**src/rtl/rcr_pkg.sv**
```systemverilog
// shared constants and carrier types for the repeater config register bank
package rcr_pkg;
  // register offsets
  localparam logic [7:0] STRAP_AND_LOAD_STATUS_OFS = 8'h00;
  localparam logic [7:0] IDLE_AND_LOSS_MONITOR_CHANNEL_CHOICE_CONTROL_OFS = 8'h01;
  localparam logic [7:0] SECONDARY_CONTROL_OFS = 8'h02;
  // reset values
  localparam logic [7:0] STRAP_AND_LOAD_STATUS_RST = 8'h00;
  localparam logic [7:0] IDLE_AND_LOSS_MONITOR_CHANNEL_CHOICE_CONTROL_RST = 8'h00;
  localparam logic [7:0] SECONDARY_CONTROL_RST = 8'h00;
  // field positions
  localparam int STRAP_LSB = 3;
  localparam int STRAP_MSB = 6;
  localparam int LOAD_BUSY_BIT = 2;
  localparam int IDLE_FIRST_BIT = 7;
  localparam int IDLE_SECOND_BIT = 6;
  localparam int LOSS_SEL_BIT = 2;
  // eeprom image layout
  localparam logic [7:0] IMG_FIRST_REG = 8'h03;
  localparam logic [7:0] IMG_LAST_REG = 8'h27;
  localparam logic [7:0] IMG_SHARED_BLOCK_ADDR = 8'h30;
  localparam logic [7:0] IMG_PTR_BASE = 8'h04;
  localparam int HDR_CRC_BIT = 7;
  localparam int HDR_MAP_BIT = 6;
  localparam int HDR_CNT_LSB = 0;
  localparam int HDR_CNT_MSB = 3;
  // timing counts
  // edges the loader waits after reset so both synchroniser stages hold pin levels
  localparam logic [1:0] SYNC_SETTLE = 2'h2;

  // register write from the serial slave front end
  typedef struct packed {
    logic       wrEn;
    logic [7:0] addr;
    logic [7:0] data;
  } rcr_wr_type;

  // one byte written by the eeprom loader into the register space
  typedef struct packed {
    logic       ldEn;
    logic [7:0] addr;
    logic [7:0] data;
  } rcr_ld_type;

  typedef enum logic [2:0] {
    LD_IDLE, LD_HDR, LD_PTR_LO, LD_PTR_HI, LD_BLOCK, LD_DONE
  } rcr_ld_state_type;
endpackage

```
**src/rtl/rcr_sync2.sv**
```systemverilog
// two-flop synchroniser for a bus of pin-level inputs
`timescale 1ns/1ps
module rcr_sync2 #(
  parameter int WIDTH = 4
) (
  // clock and reset
  input wire logic ref_clk,
  input wire logic rst_n,
  // data
  input wire logic [WIDTH-1:0] async_in,
  output logic [WIDTH-1:0] sync_out
);
  logic [WIDTH-1:0] stage1_ff;
  logic [WIDTH-1:0] stage2_ff;

  initial begin
    if (WIDTH < 1) $error("rcr_sync2: WIDTH must be at least 1");
  end

  // first stage feeds only the second
  always_ff @(posedge ref_clk or negedge rst_n) begin
    if (!rst_n) begin
      stage1_ff <= '0;
      stage2_ff <= '0;
    end else begin
      stage1_ff <= async_in;
      stage2_ff <= stage1_ff;
    end
  end

  assign sync_out = stage2_ff;
endmodule // rcr_sync2

```
**src/rtl/rcr_regs.sv**
```systemverilog
// first control and status registers plus eeprom image loader
`timescale 1ns/1ps
module rcr_regs #(
  parameter int STRAP_W = 4
) (
  // clock and reset
  input wire logic ref_clk,
  input wire logic rst_n,
  // pins
  input wire logic [STRAP_W-1:0] addrStrap,
  input wire logic eepromPresent,
  input wire logic firstChannelLoss,
  input wire logic secondChannelLoss,
  // register port from serial slave front end
  input wire rcr_pkg::rcr_wr_type regWr,
  input wire logic [7:0] regRdAddr,
  output logic [7:0] regRdData,
  // eeprom read port: request byte, answer next cycle or later
  output logic eeReq,
  output logic [7:0] eeAddr,
  input wire logic eeAck,
  input wire logic [7:0] eeData,
  // controls to the data path
  output logic firstChannelTalk,
  output logic secondChannelTalk,
  output logic signalLossIndicator,
  output logic loadBusy,
  // loaded configuration byte for registers beyond this bank
  output rcr_pkg::rcr_ld_type cfgLoad
);
  initial begin
    if (STRAP_W != rcr_pkg::STRAP_MSB - rcr_pkg::STRAP_LSB + 1)
      $error("rcr_regs: STRAP_W must match the strap field");
  end

  logic [STRAP_W-1:0] strapSync;
  logic [2:0] pinSync;

  rcr_sync2 #(.WIDTH(STRAP_W)) u_strap_sync (
    .ref_clk(ref_clk),
    .rst_n(rst_n),
    .async_in(addrStrap),
    .sync_out(strapSync)
  );

  rcr_sync2 #(.WIDTH(3)) u_pin_sync (
    .ref_clk(ref_clk),
    .rst_n(rst_n),
    .async_in({eepromPresent, firstChannelLoss, secondChannelLoss}),
    .sync_out(pinSync)
  );

  // ---------------- eeprom loader ----------------
  rcr_pkg::rcr_ld_state_type st_ff, nxt_st;
  logic [7:0] eeAddr_ff, nxt_eeAddr;
  logic eeReq_ff, nxt_eeReq;
  logic [7:0] regIdx_ff, nxt_regIdx;
  logic [7:0] blockPtr_ff, nxt_blockPtr;
  logic [7:0] hdr_ff, nxt_hdr;
  logic busy_ff, nxt_busy;
  logic [1:0] settle_ff, nxt_settle;
  rcr_pkg::rcr_ld_type ld_ff, nxt_ld;
  logic [3:0] devSel;
  logic [7:0] ptrAddr;

  // device index taken from all four strap bits
  assign devSel = strapSync;
  assign ptrAddr = rcr_pkg::IMG_PTR_BASE + {3'h0, devSel, 1'b0};

  always_comb begin
    nxt_st = st_ff;
    nxt_eeAddr = eeAddr_ff;
    nxt_eeReq = 1'b0;
    nxt_regIdx = regIdx_ff;
    nxt_blockPtr = blockPtr_ff;
    nxt_hdr = hdr_ff;
    nxt_busy = busy_ff;
    nxt_settle = settle_ff;
    nxt_ld = '0;
    case (st_ff)
      rcr_pkg::LD_IDLE: begin
        // synchronised pins read as reset zeros until both stages fill
        if (settle_ff != rcr_pkg::SYNC_SETTLE) begin
          nxt_settle = settle_ff + 2'h1;
        end else if (pinSync[2]) begin
          nxt_st = rcr_pkg::LD_HDR;
          nxt_eeAddr = 8'h00;
          nxt_eeReq = 1'b1;
          nxt_busy = 1'b1;
        end else begin
          nxt_st = rcr_pkg::LD_DONE;
          nxt_busy = 1'b0;
        end
      end
      rcr_pkg::LD_HDR: begin
        nxt_eeReq = !eeAck;
        if (eeAck) begin
          nxt_hdr = eeData;
          if (eeData[rcr_pkg::HDR_MAP_BIT] &&
              devSel <= eeData[rcr_pkg::HDR_CNT_MSB:rcr_pkg::HDR_CNT_LSB]) begin
            nxt_st = rcr_pkg::LD_PTR_LO;
            nxt_eeAddr = ptrAddr;
            nxt_eeReq = 1'b1;
          end else begin
            // no address map, or device index above the header count: single block right after the header
            nxt_st = rcr_pkg::LD_BLOCK;
            nxt_blockPtr = rcr_pkg::IMG_PTR_BASE - 8'h01;
            nxt_eeAddr = rcr_pkg::IMG_PTR_BASE - 8'h01;
            nxt_regIdx = rcr_pkg::IMG_FIRST_REG;
            nxt_eeReq = 1'b1;
          end
        end
      end
      rcr_pkg::LD_PTR_LO: begin
        nxt_eeReq = !eeAck;
        if (eeAck) begin
          // shared block: several pointers may name one address
          nxt_blockPtr = eeData;
          nxt_eeAddr = eeData;
          nxt_regIdx = rcr_pkg::IMG_FIRST_REG;
          nxt_st = rcr_pkg::LD_BLOCK;
          nxt_eeReq = 1'b1;
        end
      end
      rcr_pkg::LD_BLOCK: begin
        nxt_eeReq = !eeAck;
        if (eeAck) begin
          nxt_ld.ldEn = 1'b1;
          nxt_ld.addr = regIdx_ff;
          nxt_ld.data = eeData;
          if (regIdx_ff == rcr_pkg::IMG_LAST_REG) begin
            nxt_st = rcr_pkg::LD_DONE;
            nxt_busy = 1'b0;
            nxt_eeReq = 1'b0;
          end else begin
            nxt_regIdx = regIdx_ff + 8'h01;
            nxt_eeAddr = eeAddr_ff + 8'h01;
            nxt_eeReq = 1'b1;
          end
        end
      end
      rcr_pkg::LD_DONE: begin
        nxt_busy = 1'b0;
      end
      default: begin
        nxt_st = rcr_pkg::LD_DONE;
        nxt_busy = 1'b0;
      end
    endcase
  end

  always_ff @(posedge ref_clk or negedge rst_n) begin
    if (!rst_n) begin
      st_ff <= rcr_pkg::LD_IDLE;
      eeAddr_ff <= 8'h00;
      eeReq_ff <= 1'b0;
      regIdx_ff <= 8'h00;
      blockPtr_ff <= 8'h00;
      hdr_ff <= 8'h00;
      settle_ff <= 2'h0;
      // reads as loading until the first decision is made
      busy_ff <= 1'b1;
      ld_ff <= '0;
    end else begin
      st_ff <= nxt_st;
      eeAddr_ff <= nxt_eeAddr;
      eeReq_ff <= nxt_eeReq;
      regIdx_ff <= nxt_regIdx;
      blockPtr_ff <= nxt_blockPtr;
      hdr_ff <= nxt_hdr;
      settle_ff <= nxt_settle;
      busy_ff <= nxt_busy;
      ld_ff <= nxt_ld;
    end
  end

  // ---------------- register bank ----------------
  logic [7:0] ctl1_ff, nxt_ctl1;
  logic [7:0] ctl2_ff, nxt_ctl2;
  logic [7:0] rd_ff, nxt_rd;
  logic loss_ff, nxt_loss;
  logic [1:0] talk_ff, nxt_talk;

  always_comb begin
    nxt_ctl1 = ctl1_ff;
    nxt_ctl2 = ctl2_ff;
    // loader writes first; a host write in the same cycle wins
    if (ld_ff.ldEn && ld_ff.addr == rcr_pkg::IDLE_AND_LOSS_MONITOR_CHANNEL_CHOICE_CONTROL_OFS)
      nxt_ctl1 = ld_ff.data;
    if (ld_ff.ldEn && ld_ff.addr == rcr_pkg::SECONDARY_CONTROL_OFS)
      nxt_ctl2 = ld_ff.data;
    if (regWr.wrEn && regWr.addr == rcr_pkg::IDLE_AND_LOSS_MONITOR_CHANNEL_CHOICE_CONTROL_OFS)
      nxt_ctl1 = regWr.data;
    if (regWr.wrEn && regWr.addr == rcr_pkg::SECONDARY_CONTROL_OFS)
      nxt_ctl2 = regWr.data;
    nxt_talk = {nxt_ctl1[rcr_pkg::IDLE_FIRST_BIT], nxt_ctl1[rcr_pkg::IDLE_SECOND_BIT]};
    nxt_loss = ctl1_ff[rcr_pkg::LOSS_SEL_BIT] ? pinSync[0] : pinSync[1];
    nxt_rd = 8'h00;
    case (regRdAddr)
      rcr_pkg::STRAP_AND_LOAD_STATUS_OFS: begin
        nxt_rd[rcr_pkg::STRAP_MSB:rcr_pkg::STRAP_LSB] = strapSync;
        nxt_rd[rcr_pkg::LOAD_BUSY_BIT] = busy_ff;
      end
      rcr_pkg::IDLE_AND_LOSS_MONITOR_CHANNEL_CHOICE_CONTROL_OFS: nxt_rd = ctl1_ff;
      rcr_pkg::SECONDARY_CONTROL_OFS: nxt_rd = ctl2_ff;
      default: nxt_rd = 8'h00;
    endcase
  end

  always_ff @(posedge ref_clk or negedge rst_n) begin
    if (!rst_n) begin
      ctl1_ff <= rcr_pkg::IDLE_AND_LOSS_MONITOR_CHANNEL_CHOICE_CONTROL_RST;
      ctl2_ff <= rcr_pkg::SECONDARY_CONTROL_RST;
      rd_ff <= rcr_pkg::STRAP_AND_LOAD_STATUS_RST;
      loss_ff <= 1'b0;
      talk_ff <= 2'h0;
    end else begin
      ctl1_ff <= nxt_ctl1;
      ctl2_ff <= nxt_ctl2;
      rd_ff <= nxt_rd;
      loss_ff <= nxt_loss;
      talk_ff <= nxt_talk;
    end
  end

  assign regRdData = rd_ff;
  assign eeReq = eeReq_ff;
  assign eeAddr = eeAddr_ff;
  assign firstChannelTalk = talk_ff[1];
  assign secondChannelTalk = talk_ff[0];
  assign signalLossIndicator = loss_ff;
  assign loadBusy = busy_ff;
  assign cfgLoad = ld_ff;
endmodule // rcr_regs

```
**config.mk**
```make
export PLATFORM = sky130hd
export DESIGN_NAME = rcr_regs
export DESIGN_NICKNAME = d
export VERILOG_FILES = /design/src/rtl/rcr_pkg.sv /design/src/rtl/rcr_sync2.sv /design/src/rtl/rcr_regs.sv
export SDC_FILE = /design/constraint.sdc
export NUM_CORES = 1
export LEC_CHECK = 0
export BUFFER_PORTS_ARGS = -buffer_cell sky130_fd_sc_hd__buf_2
export CORE_UTILIZATION = 49
export DETAILED_ROUTE_END_ITERATION = 12
export PLACE_DENSITY = 0.72
export SYNTH_ARGS = -nofsm -noshare
export SYNTH_HDL_FRONTEND = slang
export SYNTH_SLANG_ARGS = --single-unit
export TNS_END_PERCENT = 20
```
**constraint.sdc**
```tcl
create_clock -name ref_clk -period 1.7 [get_ports ref_clk]
set_input_delay 0.085 -clock ref_clk [delete_from_list [all_inputs] [get_ports ref_clk]]
set_output_delay 0.085 -clock ref_clk [all_outputs]
set_load 0.01 [all_outputs]
```
Word level (Yosys, flattened, before mapping)
Cells that the tools add are included.

word-level totals
  flip-flop bits (word level) = 79
  input bits = 43
  output and inout bits = 38
  logic and storage cells = 105

cells by class
  add/sub/neg operators = 4
  magnitude comparators = 1
  equal/unequal tests = 20
  multiplexer cells = 42
  bitwise logic cells = 2
  reductions and logical operators = 18

operators with widths
  cell                   count
  $mux W8                15
  $mux W17               2
  $pmux W8 S4            1
  $eq A8 B1 Y1 const B   3
  $eq A8 B2 Y1 const B   3
  $pmux W8 S3            1
  $mux W3                7
  $add A8 B1 Y8 const B  2
  $ne A2 B2 Y1 const B   8
  $pmux W3 S5            1
  $pmux W5 S3            1
  $reduce_and A6 Y1      2
  $mux W1                9
  $eq A8 B6 Y1 const B   1
  $logic_not A8 Y1       1
  $reduce_and A7 Y1      1
  $add A3 B5 Y6 const A  1
  $eq A3 B3 Y1 const B   2
  $mux W6                1
  $pmux W1 S3            2
  $logic_and A1 B1 Y1    5
  $le A4 B4 Y1           1
  $pmux W2 S2            1
  $reduce_and A4 Y1      1
  13 further kinds       15

Depth between registers and ports, before layout
Gate-level depths: netlist of the first run.

  word-level depth = 5
  depth in mapped cells = 7
  depth with buffers taken out = 7

Hierarchy
Synthesis of the first run repeated with hierarchy kept, for this count alone.

unflattened totals
  cell total of the unflattened synthesis = 336
  area total of the unflattened synthesis = 3,813.7 um2

modules (own cells, without submodules)
  module                     times used  cells each  area an instance (um2)  sequential area each (um2)
  rcr_regs                   1           322         3,463.3                 1,627.8
  rcr_sync2 at u_strap_sync  1           8           200.2                   200.2
  rcr_sync2 at u_pin_sync    1           6           150.1                   150.1

Worst setup path before layout of the first run
OpenSTA, ideal clock, no wires.

  kind = register -> register
  from = register regIdx_ff[0]
  to = register regIdx_ff[4]
  setup time = 0.126 ns
  arrival time = 1.695 ns
  data required time = 1.574 ns
  path slack = -0.121 ns
  cell stages (with the launch flop) = 7
  path buffers = 0
  period minus slack after synthesis = 1.821 ns
  cells stage by stage = dfrtp_1 > ha_1 > and4bb_4 > a31oi_4 > o311a_4 > o21ai_4 > a221o_1

between the ends
  longest elaborated chain between the ends = 4
  elaborated cells on any way between the ends = 7
  classes of those cells = 1 x add/sub; 2 x eq/ne; 3 x mux; 1 x reduce/logical

ends and longest elaborated chain
  item                    line             RTL
  from (decl)             rcr_regs.sv:57   logic [7:0] regIdx_ff, nxt_regIdx;
  from (signal assigned)  rcr_regs.sv:168  regIdx_ff <= nxt_regIdx;
  $add A8 B1 Y8           rcr_regs.sv:136  nxt_regIdx = regIdx_ff + 8'h01;
  $mux W8                 rcr_regs.sv:131  if (regIdx_ff == rcr_pkg::IMG_LAST_REG) begin
  $mux W8                 rcr_regs.sv:127  if (eeAck) begin
  $pmux W8 S3             rcr_regs.sv:80   case (st_ff)

Parallel ways exist; a longest one is shown, timed or not. The select of a mux whose other input is x is not followed.
A chain may end at the register's enable or synchronous reset.

Worst setup path in the final report of the first run
  from = register regIdx_ff[1]
  to = register regIdx_ff[4]

The elaborated chain is that of the path after synthesis.

==> flow_summary.json, run 1 <==
{
  "run_status": "finished, violations left",
  "violations": "negative setup slack",
  "layout-drive-gt1-share_pct": 40.04,
  "timing.critical_path.required_ns": 1.94,
  "core_um2": 7687,
  "area_growth_syn_to_layout_pct": 32.25,
  "ant_nets": 0,
  "clk-insertion-delay-late_ns": 0.36,
  "count_of_non_filler_cells_in_the_finished_layout": 584,
  "nets": 528,
  "worst_ir_drop_vdd_mv": 0.9508,
  "top_level_ports": 81,
  "timing.max_slew.rel_slack_pct": 62.61,
  "pin_count_of_the_biggest_net_entering_global_routing": 45,
  "netlist_instances": 338,
  "die_height_um": 91.12,
  "worst-r2r-cell-count": 6,
  "start_util_pct": 50.62,
  "clock-skew-final_ns": 0.01184,
  "grt_antenna_before_repair": 0,
  "clkTransAtPathRegs_ns": 0.09,
  "insertedDiodeCount": 0,
  "r2r-start": "regIdx_ff[1]$_DFFE_PN0P_",
  "leakage_nw": 2.559,
  "ys.flop_type": "sky130_fd_sc_hd__dfrtp_1",
  "dr.first_iter.drc_count": 134,
  "mappedNetlistArea_um2": 3891,
  "min_period_ns": 1.825,
  "remaining_overflow_grt": 0,
  "timing.reg2reg.setup_slack_ns": -0.12,
  "regToRegEndpoint": "regIdx_ff[4]$_DFFE_PN0P_",
  "critPathLaunch": "regIdx_ff[1]$_DFFE_PN0P_",
  "route.vias.total": 3175,
  "synthDistinctLibCells": 58,
  "dr.pass1.iters": 4,
  "finalHoldViolations": 0,
  "postSynthRegisterBits": 79,
  "startpoint_type": "register",
  "post-route-util_pct": 66.94,
  "placer_congestion_estimate": 0.8552,
  "grt_first_pass_wirelength_um": 15150,
  "worst_ep_arrival_time_ns": 2.07,
  "setup_viol": 18,
  "root_buffer": "sky130_fd_sc_hd__clkbuf_8",
  "timing.final.max_slew_violations": 0,
  "dp.final_hpwl_um": 6719,
  "final.setup.worst_slack_ns": -0.1249,
  "crit_path_max_fanout": 8,
  "power_mw": 6.416,
  "clock-sinks": 79,
  "portBuffers": 80,
  "post-route-drc-count": 0,
  "htreeDepth": 3,
  "synth_enable_flop_cells": 0,
  "design.die.area_um2": 8302,
  "number_of_placement_rows": 32,
  "synth_fp_nets": 389,
  "synth.avg_cell_area_um2": 11.51,
  "hold_class": "in2reg",
  "route.detailed.wl_per_inst_um": 16.22,
  "timing.final.crit_share_pct": 107.3,
  "n_fill_cell": 576,
  "die_width_um": 91.12,
  "worst_hold_startpoint": "eeData[0]",
  "post-route-cell-area_um2": 5146,
  "max-clock-path-buffers": 2,
  "vias_per_cell": 5.437,
  "grt_use_total_pct": 23.65,
  "placement.cell_area_um2": 4631,
  "worst_pin_slew_ns": 0.5608,
  "power_density_nw_per_um2": 1247,
  "setup.worst_path.end_class": "register",
  "synthesis.yosys.warnings": 0,
  "timing.setup.critical_path_class": "reg2reg",
  "placed_cells": 544,
  "grt_pass1_vias": 3146,
  "crit_end": "regIdx_ff[4]$_DFFE_PN0P_",
  "sum_of_negative_setup_slack_ns": -1.287,
  "tritoncts_clock_tree": "done",
  "max_cap_viol_count": 0,
  "rsz0062_at_grt": "yes",
  "synth_async_sr_flop_share_pct": 100.0,
  "wirelength_um": 9475,
  "max_freq_ghz": 0.5480,
  "ys_seq_area_share_pct": 50.84,
  "cts_inserted_buffers": 9
}
registers in the layout, summed over array words and instances (netlist names), 2 cells and up:
| register | flops |
|---|---|
| cfgLoad | 17 |
| ctl1_ff | 8 |
| ctl2_ff | 8 |
| eeAddr | 8 |
| regIdx_ff | 8 |
| regRdData | 8 |
| settle_ff | 2 |
| st_ff | 3 |
| u_pin_sync.stage1_ff | 3 |
| u_pin_sync.sync_out | 3 |
| u_strap_sync.stage1_ff | 4 |
| u_strap_sync.sync_out | 4 |
stage by stage:
step	hold slack, ns	setup slack [ns]
3_3_place_gp	0.1145	-0.06958
4_1_cts	0.008597	-0.1174
5_1_grt	0.02179	-0.2000
6_report	0.04712	-0.1249
3_5_place_dp	0.1123	-0.1324
2_1_floorplan	-0.2106	-0.04874
cells by family (layout without fill, tap and decap cells):
group | Yosys count | count (layout) | synth area share (%)
buffers and inverters | 23 | 167 | 2.926
DFF | 79 | 79 | 50.84
AOI/OAI and AO/OA | 65 | 65 | 13.25
adders and majority gates | 8 | 8 | 2.572
muxes | 39 | 39 | 12.99
xor gates and xnor gates | 7 | 7 | 1.576
and+or+nand+nor | 117 | 117 | 15.85
how the worst min path moves through the flow:
stage                              to  slack [ns]  cells after the start
5_1_grt          cfgLoad[0]$_DFF_PN0_        0.02                      2
3_3_place_gp   ctl1_ff[7]$_DFFE_PN0P_        0.11                      1
4_1_cts        ctl2_ff[3]$_DFFE_PN0P_       0.009                      3
3_5_place_dp   ctl1_ff[7]$_DFFE_PN0P_        0.11                      1
2_1_floorplan    cfgLoad[0]$_DFF_PN0_       -0.21                      0
6_report         cfgLoad[0]$_DFF_PN0_        0.05                      2
worst max-delay path, cell delays in order, from the launching register on:
cell,delay [ns]
sky130_fd_sc_hd__dfrtp_1,0.40
sky130_fd_sc_hd__ha_2,0.19
sky130_fd_sc_hd__and4bb_4,0.21
sky130_fd_sc_hd__a31oi_4,0.23
sky130_fd_sc_hd__o311a_4,0.25
sky130_fd_sc_hd__o21ai_4,0.11
sky130_fd_sc_hd__a221o_1,0.32
cells in the mapped netlist, types with 6 or more instances:
library cell               n  area, µm²
sky130_fd_sc_hd__mux2_4   21      315.3
sky130_fd_sc_hd__o21ai_1   6      30.03
sky130_fd_sc_hd__nor3_1    7      35.03
sky130_fd_sc_hd__mux2_2    8      90.09
sky130_fd_sc_hd__inv_1    10      37.54
sky130_fd_sc_hd__nand2_1  16      60.06
sky130_fd_sc_hd__nor2_1   31      116.4
sky130_fd_sc_hd__a22oi_1   8      60.06
sky130_fd_sc_hd__ha_1      8      100.1
sky130_fd_sc_hd__dfrtp_1  78       1952
sky130_fd_sc_hd__mux2i_1  10      100.1
sky130_fd_sc_hd__and2_1   13      81.33
sky130_fd_sc_hd__and3_1    9      56.30
sky130_fd_sc_hd__nand3_1  12      60.06
sky130_fd_sc_hd__nor2b_1   6      37.54
sky130_fd_sc_hd__a21oi_1  18      90.09
cell usage in the layout, fill, tap and decap left out, types with 4 or more instances in the layout:
cell type / Yosys / final
sky130_fd_sc_hd__nor4_1: 5 / 5
sky130_fd_sc_hd__nor3_1: 7 / 7
sky130_fd_sc_hd__o21ai_0: 5 / 5
sky130_fd_sc_hd__buf_2: 4 / 79
sky130_fd_sc_hd__dlygate4sd3_1: 0 / 16
sky130_fd_sc_hd__nor2b_1: 6 / 6
sky130_fd_sc_hd__o21ai_1: 6 / 6
sky130_fd_sc_hd__a221o_1: 4 / 4
sky130_fd_sc_hd__a22oi_1: 8 / 8
sky130_fd_sc_hd__mux2i_1: 10 / 10
sky130_fd_sc_hd__and3_1: 9 / 8
sky130_fd_sc_hd__xor2_1: 4 / 4
sky130_fd_sc_hd__inv_1: 10 / 10
sky130_fd_sc_hd__ha_1: 8 / 6
sky130_fd_sc_hd__and2_1: 13 / 13
sky130_fd_sc_hd__a21oi_1: 18 / 15
sky130_fd_sc_hd__nor2_1: 31 / 31
sky130_fd_sc_hd__clkbuf_8: 0 / 9
sky130_fd_sc_hd__mux2_4: 21 / 21
sky130_fd_sc_hd__mux2_2: 8 / 8
sky130_fd_sc_hd__dfrtp_1: 78 / 78
sky130_fd_sc_hd__buf_4: 0 / 40
sky130_fd_sc_hd__nand2_1: 16 / 16
sky130_fd_sc_hd__nand3_1: 12 / 10
repair_timing:
item / 4_1_cts / 5_1_grt
setup endpoints to repair: 32 / 33
setup buffers: 5 / 3
hold buffers: 15 / 1
endpoints found under the hold margin: 55 / 1
gates cloned: 1 / 0
pin swaps: 5 / 6
gates resized for setup: 5 / 15
per-layer routing:
metal / track usage [%] / share of wire [%] / wire (µm) / vias to the layer above
li1: - / - / - / 1492
met1: 30.07 / 43 / 4117 / 1539
met2: 38.01 / 48 / 4541 / 128
met3: 6.700 / 6.3 / 596 / 16
met4: 9.788 / 2.3 / 221 / 0
met5: 0 / 0 / 0 / -
cell type report:
cell class                      instances  area (µm²)  share of cell area, %
Tap cell                              102       127.6                  2.480
Sequential cell                        79        1978                  38.44
Clock buffer                           10       127.6                  2.480
Clock inverter                          6       68.82                  1.337
Inverter                               12       45.04                 0.8753
Timing Repair Buffer                  139       909.6                  17.68
Multi-Input combinational cell        236        1889                  36.71
power breakdown:
| part | total (mW) | switching, mW | leakage [nW] | internal, mW |
|---|---|---|---|---|
| Clock | 1.39 | 0.708 | 0.0968 | 0.686 |
| Combinational | 2.54 | 1.32 | 1.44 | 1.22 |
| Sequential | 2.49 | 0.294 | 1.02 | 2.19 |
No activity file was read; power rests on OpenSTA's default activity.
==> run 2: changes to the inputs <==
--- a/config.mk
+++ b/config.mk
@@ -11,5 +11,6 @@
 export PLACE_DENSITY = 0.72
 export SYNTH_ARGS = -nofsm -noshare
 export SYNTH_HDL_FRONTEND = slang
+export SYNTH_HIERARCHICAL = 1
 export SYNTH_SLANG_ARGS = --single-unit
 export TNS_END_PERCENT = 20
==> flow_summary.json, run 2 <==
{
  "max_freq_ghz": 0.5496,
  "timing.final.max_slew_violations": 0,
  "min_period_ns": 1.819,
  "area_growth_syn_to_layout_pct": 40.29,
  "layout.cells.most_common": "sky130_fd_sc_hd__buf_2",
  "mappedNetlistArea_um2": 3814,
  "nets": 534,
  "synth_fp_nets": 387,
  "synth_enable_flop_cells": 0,
  "post-route-drc-count": 0,
  "timing.final.crit_share_pct": 107.0,
  "wirelength_um": 10430,
  "clkTransAtPathRegs_ns": 0.08,
  "fin_worst_hold_slack_ns": 0.01643,
  "clk-insertion-delay-late_ns": 0.36,
  "start_util_pct": 51.75,
  "synth.top_cell.area_share_pct": 51.18,
  "ys.flop_type": "sky130_fd_sc_hd__dfrtp_1",
  "post-synth-top-count-cell": "sky130_fd_sc_hd__dfrtp_1",
  "ys_top_cells_by_area": "sky130_fd_sc_hd__dfrtp_1 (51%), sky130_fd_sc_hd__mux2_2 (3.8%), sky130_fd_sc_hd__mux2_4 (3.1%)",
  "dp.final_hpwl_um": 7223,
  "portBuffers": 80,
  "dr.first_iter.drc_count": 148,
  "tritoncts_clock_tree": "done",
  "regToRegEndpoint": "st_ff[0]$_DFFE_PN0P_",
  "placer_congestion_estimate": 0.9188,
  "root_buffer": "sky130_fd_sc_hd__clkbuf_8",
  "synthesis.yosys.warnings": 6,
  "dr.pass1.iters": 4,
  "number_of_placement_rows": 31,
  "die_width_um": 90.22,
  "synthTopCellsByCount": "sky130_fd_sc_hd__dfrtp_1 (78), sky130_fd_sc_hd__nor2_1 (30), sky130_fd_sc_hd__and3_1 (15), sky130_fd_sc_hd__nand2_1 (14)",
  "remaining_overflow_grt": 0,
  "clock-sinks": 79,
  "final_cell_mix": "sky130_fd_sc_hd__buf_2 (79), sky130_fd_sc_hd__dfrtp_1 (76), sky130_fd_sc_hd__buf_4 (53)",
  "crit_path_max_fanout": 5,
  "worst_ep_arrival_time_ns": 2.05,
  "synth_async_sr_flop_share_pct": 100.0,
  "startpoint_type": "register",
  "route.detailed.wl_per_inst_um": 17.77,
  "insertedDiodeCount": 0,
  "finalHoldViolations": 0,
  "timing.max_slew.rel_slack_pct": 60.06,
  "worst-r2r-cell-count": 7,
  "violations": "negative setup slack",
  "route.vias.total": 3270,
  "netlist_instances": 336,
  "largest_register_ff_count": 17,
  "yosysTopAreaCell": "sky130_fd_sc_hd__dfrtp_1",
  "grt_pass1_vias": 3340,
  "grt_use_total_pct": 26.33,
  "cts_inserted_buffers": 9,
  "ys_seq_area_share_pct": 51.87,
  "top_level_ports": 81,
  "setup.worst_path.end_class": "register",
  "pin_count_of_the_biggest_net_entering_global_routing": 51,
  "hold_class": "in2reg",
  "rsz0062_at_grt": "yes",
  "timing.critical_path.required_ns": 1.93,
  "leakage_nw": 2.690,
  "design.die.area_um2": 8140,
  "post-route-util_pct": 72.60,
  "timing.reg2reg.setup_slack_ns": -0.12,
  "power_density_nw_per_um2": 1140,
  "setup_viol": 6,
  "worst_hold_startpoint": "eeData[5]",
  "synthDistinctLibCells": 63,
  "dp_worst_setup_slack_ns": -0.1232,
  "r2r-start": "st_ff[0]$_DFFE_PN0P_",
  "core_um2": 7370,
  "final.setup.worst_slack_ns": -0.1195,
  "clock-skew-final_ns": 0.01262,
  "ant_nets": 0,
  "run_status": "finished, violations left",
  "min_to": "cfgLoad[5]$_DFF_PN0_",
  "timing.setup.critical_path_class": "reg2reg",
  "postSynthRegisterBits": 79,
  "worst_ir_drop_vdd_mv": 0.6039,
  "htreeDepth": 3,
  "grt_first_pass_wirelength_um": 16700,
  "max_cap_viol_count": 0,
  "grt_antenna_before_repair": 0,
  "max-clock-path-buffers": 2,
  "vias_per_cell": 5.571,
  "synth.avg_cell_area_um2": 11.35,
  "worstHoldPathCells": 2,
  "die_height_um": 90.22,
  "worst_pin_slew_ns": 0.5979,
  "layout-drive-gt1-share_pct": 45.29
}
## run 2: worst max path at each step
stage                                            start                        to  slack [ns]  cells after the start
floorplan                     regIdx_ff[0]$_DFFE_PN0P_     eeAddr[6]$_DFFE_PN0P_        0.01                      6
global placement    u_strap_sync/sync_out[3]$_DFF_PN0_     eeAddr[1]$_DFFE_PN0P_       -0.08                      5
detailed placement  u_strap_sync/sync_out[3]$_DFF_PN0_  regIdx_ff[6]$_DFFE_PN0P_       -0.12                      7
CTS                           regIdx_ff[1]$_DFFE_PN0P_  regIdx_ff[3]$_DFFE_PN0P_       -0.07                      6
global route                      st_ff[0]$_DFFE_PN0P_      st_ff[0]$_DFFE_PN0P_       -0.18                      7
finish                            st_ff[0]$_DFFE_PN0P_      st_ff[0]$_DFFE_PN0P_       -0.12                      7
## run 2: cell families (layout without fill, tap and decap cells)
kind of cell | count (synthesis) | count (layout) | share of synthesized area [%]
adders and majority gates | 8 | 8 | 2.625
and+or+nand+nor | 109 | 109 | 16.08
AOI/OAI and AO/OA | 74 | 74 | 13.52
xor gates and xnor gates | 5 | 5 | 1.148
buffers and inverters | 23 | 175 | 3.051
muxes | 38 | 38 | 11.71
DFF | 79 | 79 | 51.87
## run 2: per-layer routing
metal	vias to the layer above	part of all wire, %	GRT usage (%)
li1	1516	-	-
met3	29	5.5	5.330
met1	1607	41	32.85
met5	-	0	0
met2	118	50	44.08
met4	0	3.0	11.96
## run 2: area by class of cell
class / instances / area, µm²
clock buffers: 9 / 123.9
clock inverters: 7 / 120.1
fillers: 529 / 2019
inverters: 10 / 37.54
multi-input cells: 234 / 1992
flip-flops and latches: 79 / 1981
well taps: 99 / 123.9
repair buffers: 149 / 972.2
## run 2: where the power goes
| part | switching, mW | internal, mW | total (mW) |
|---|---|---|---|
| sequential | 0.133 | 2.07 | 2.20 |
| clock | 0.713 | 0.980 | 1.69 |
| combinational | 1.16 | 1.05 | 2.20 |
## run 2: metrics by stage
stage	power [mW]	area, µm²	instances	setup TNS [ns]
finish	6.097	5350	587	-0.2644
global route	6.392	5350	587	-0.9381
CTS	5.757	5134	584	-0.5864
detailed placement	3.961	4657	553	-2.160
global placement	3.905	4657	553	-0.9693
floorplan	3.148	3814	336	0
## run 2: repair_timing
action | CTS | global route
pin swaps | 5 | 14
setup buffers | 3 | 3
cloned | 0 | 0
gates resized for setup | 20 | 40
endpoints found under the hold margin | 41 | 0
hold buffers | 12 | 0
endpoints found under the setup margin | 32 | 33
## run 2: worst max-delay path, cell delays in order (launching register included)
cell and delay (ns):
sky130_fd_sc_hd__dfrtp_2 0.41, sky130_fd_sc_hd__buf_4 0.16, sky130_fd_sc_hd__buf_4 0.16, sky130_fd_sc_hd__nor3b_1 0.25, sky130_fd_sc_hd__a211oi_1 0.09, sky130_fd_sc_hd__or3_4 0.37
sky130_fd_sc_hd__mux2i_1 0.18, sky130_fd_sc_hd__nor2_1 0.08
==> run 3: changes to the inputs <==
--- a/config.mk
+++ b/config.mk
@@ -6,9 +6,9 @@
 export NUM_CORES = 1
 export LEC_CHECK = 0
 export BUFFER_PORTS_ARGS = -buffer_cell sky130_fd_sc_hd__buf_2
-export CORE_UTILIZATION = 49
+export CORE_UTILIZATION = 50
 export DETAILED_ROUTE_END_ITERATION = 12
-export PLACE_DENSITY = 0.72
+export PLACE_DENSITY = 0.7
 export SYNTH_ARGS = -nofsm -noshare
 export SYNTH_HDL_FRONTEND = slang
 export SYNTH_HIERARCHICAL = 1
==> constraint.sdc (replaced) <==
create_clock -name ref_clk -period 2.08 [get_ports ref_clk]
set_input_delay 0.104 -clock ref_clk [delete_from_list [all_inputs] [get_ports ref_clk]]
set_output_delay 0.104 -clock ref_clk [all_outputs]
set_load 0.01 [all_outputs]
==> flow_summary.json, run 3 (synthesis gave the netlist of run 2 again) <==
{
  "cts_inserted_buffers": 9,
  "timing.final.max_slew_violations": 0,
  "area_growth_syn_to_layout_pct": 21.39,
  "clk-insertion-delay-late_ns": 0.36,
  "tritoncts_clock_tree": "done",
  "timing.final.crit_share_pct": 93.47,
  "slowest_delay_ns": 0.42,
  "die_height_um": 89.34,
  "grt_antenna_before_repair": 0,
  "worst_ir_drop_vdd_mv": 0.4081,
  "layout-drive-gt1-share_pct": 31.65,
  "internal_power_mw": 2.712,
  "multi_input_area_um2": 1734,
  "setup_viol": 0,
  "power_mw": 4.050,
  "worst_pin_slew_ns": 0.5751,
  "grt_pass1_vias": 2818,
  "max_cap_viol_count": 0,
  "max-clock-path-buffers": 2,
  "remaining_overflow_grt": 0,
  "area.sequential_um2": 1978,
  "hold_class": "in2reg",
  "dr.pass1.iters": 4,
  "number_of_placement_rows": 31,
  "die_width_um": 89.34,
  "insertedDiodeCount": 0,
  "rsz0062_at_grt": "no",
  "n_fill_cell": 614,
  "route.detailed.wl_per_inst_um": 16.22,
  "top_level_ports": 81,
  "max_freq_ghz": 0.5144,
  "worst_ep_arrival_time_ns": 2.19,
  "finalHoldViolations": 0,
  "root_buffer": "sky130_fd_sc_hd__clkbuf_8",
  "min_period_ns": 1.944,
  "placer_congestion_estimate": 0.8659,
  "final_cell_mix": "sky130_fd_sc_hd__buf_2 (79), sky130_fd_sc_hd__dfrtp_1 (78), sky130_fd_sc_hd__nor2_1 (30)",
  "pin_count_of_the_biggest_net_entering_global_routing": 43,
  "portBuffers": 80,
  "start_util_pct": 52.02,
  "dr.first_iter.drc_count": 126,
  "dp.final_hpwl_um": 6415,
  "wirelength_um": 8679,
  "clock-sinks": 79,
  "vias_per_cell": 5.636,
  "share_comb_of_total_power_pct": 26.8,
  "ant_nets": 0,
  "timing.critical_path.required_ns": 2.33,
  "htreeDepth": 3,
  "sum_of_negative_setup_slack_ns": 0,
  "grt_use_total_pct": 23.89,
  "layout.cells.most_common": "sky130_fd_sc_hd__buf_2",
  "crit_path_max_fanout": 7,
  "core_um2": 7331,
  "critical_path.top_delay_family": "compound AO/OA/AOI/OAI gates",
  "worstPathCellList": "ha_1 > and4bb_2 > a21oi_2 > a21o_1 > o21ai_2 > a22o_1",
  "post-route-cell-area_um2": 4629,
  "power.share.sequential_pct": 45.8,
  "startpoint_type": "register",
  "power_density_nw_per_um2": 874.8,
  "net_sw_share_pct": 33.04,
  "post-route-drc-count": 0,
  "timing.max_slew.rel_slack_pct": 61.58,
  "pwr-share-clk_pct": 27.4,
  "route.vias.total": 3015,
  "design.die.area_um2": 7981,
  "count_of_non_filler_cells_in_the_finished_layout": 535,
  "largest_register_ff_count": 17,
  "run_status": "completed",
  "leakage_nw": 2.354,
  "cp.buffers_inverters": 0,
  "clkTransAtPathRegs_ns": 0.08,
  "placement.cell_area_um2": 4334,
  "nets": 482,
  "switchingPower_mw": 1.338,
  "timing.setup.critical_path_class": "reg2reg",
  "placed_cells": 510,
  "grt_first_pass_wirelength_um": 13960,
  "clock-skew-final_ns": 0.009336,
  "timing.critical_path.slowest_stage_cell": "sky130_fd_sc_hd__dfrtp_1",
  "setup.worst_path.end_class": "register"
}
[run 3: timing repair]
action | in CTS | in global routing
gates resized for setup | 0 | 3
hold buffers | 9 | 0
hold endpoints to repair | 45 | 0
setup buffers | 0 | 0
setup endpoints to repair | 0 | 4
[run 3: path summary, 6_finish.rpt]
| check | startpoint | end | slack, ns | depth (start not counted) |
|---|---|---|---|---|
| hold / removal | eeData[2] | cfgLoad[2]$_DFF_PN0_ | 0.02 | 3 |
| min in group asynchronous | rst_n | talk_ff[1]$_DFFE_PN0P_ | 0.25 | 2 |
| max in group asynchronous | rst_n | loadBusy$_DFFE_PN1P_ | 1.18 | 3 |
| hold reg to reg | u_strap_sync/stage1_ff[0]$_DFF_PN0_ | u_strap_sync/sync_out[0]$_DFF_PN0_ | 0.35 | 0 |
| setup / recovery | regIdx_ff[0]$_DFFE_PN0P_ | regIdx_ff[4]$_DFFE_PN0P_ | 0.14 | 6 |
| setup reg to reg | regIdx_ff[0]$_DFFE_PN0P_ | regIdx_ff[4]$_DFFE_PN0P_ | 0.14 | 6 |
[run 3: final cells by class]
type	instances	area share [%]
clock inverters	5	1.270
clock buffers	11	2.838
multi-input cells	234	37.46
well taps	99	2.676
repair buffers	97	12.22
flip-flops and latches	79	42.73
inverters	10	0.8108
[run 3: metrics by stage]
stage                     setup WS, ns  hold WS [ns]  util [%]
final                           0.1359       0.01581     63.15
after global routing         0.0007485       0.03366     63.15
after CTS                      0.07527      0.006941     62.95
after detailed placement       0.08222        0.1032     59.12
after global placement          0.1213       0.09986     59.12
after floorplan                 0.3920       -0.1916         -
[run 3: per-layer routing]
metal  up-vias  global-route usage [%]  part of all wire (%)
met5         -                       0                     0
met4         0                   13.28                   3.2
met3        23                   4.617                   4.9
met2        89                   37.61                    49
met1      1486                   31.09                    43
li1       1417                       -                     -
[run 3: worst min-delay path: stages]
cell,delay [ns]
sky130_fd_sc_hd__buf_2,0.12
sky130_fd_sc_hd__inv_1,0.07
sky130_fd_sc_hd__nor2_1,0.05
[run 3: power by group through the flow]
| stage | registers, mW | logic [mW] | clock network [mW] |
|---|---|---|---|
| floorplan | 1.83 | 0.740 | 0 |
| global placement | 1.88 | 1.03 | 0 |
| detailed placement | 1.88 | 1.04 | 0 |
| CTS | 1.85 | 1.06 | 1.14 |
| global route | 1.88 | 1.19 | 1.20 |
| finish | 1.85 | 1.08 | 1.11 |
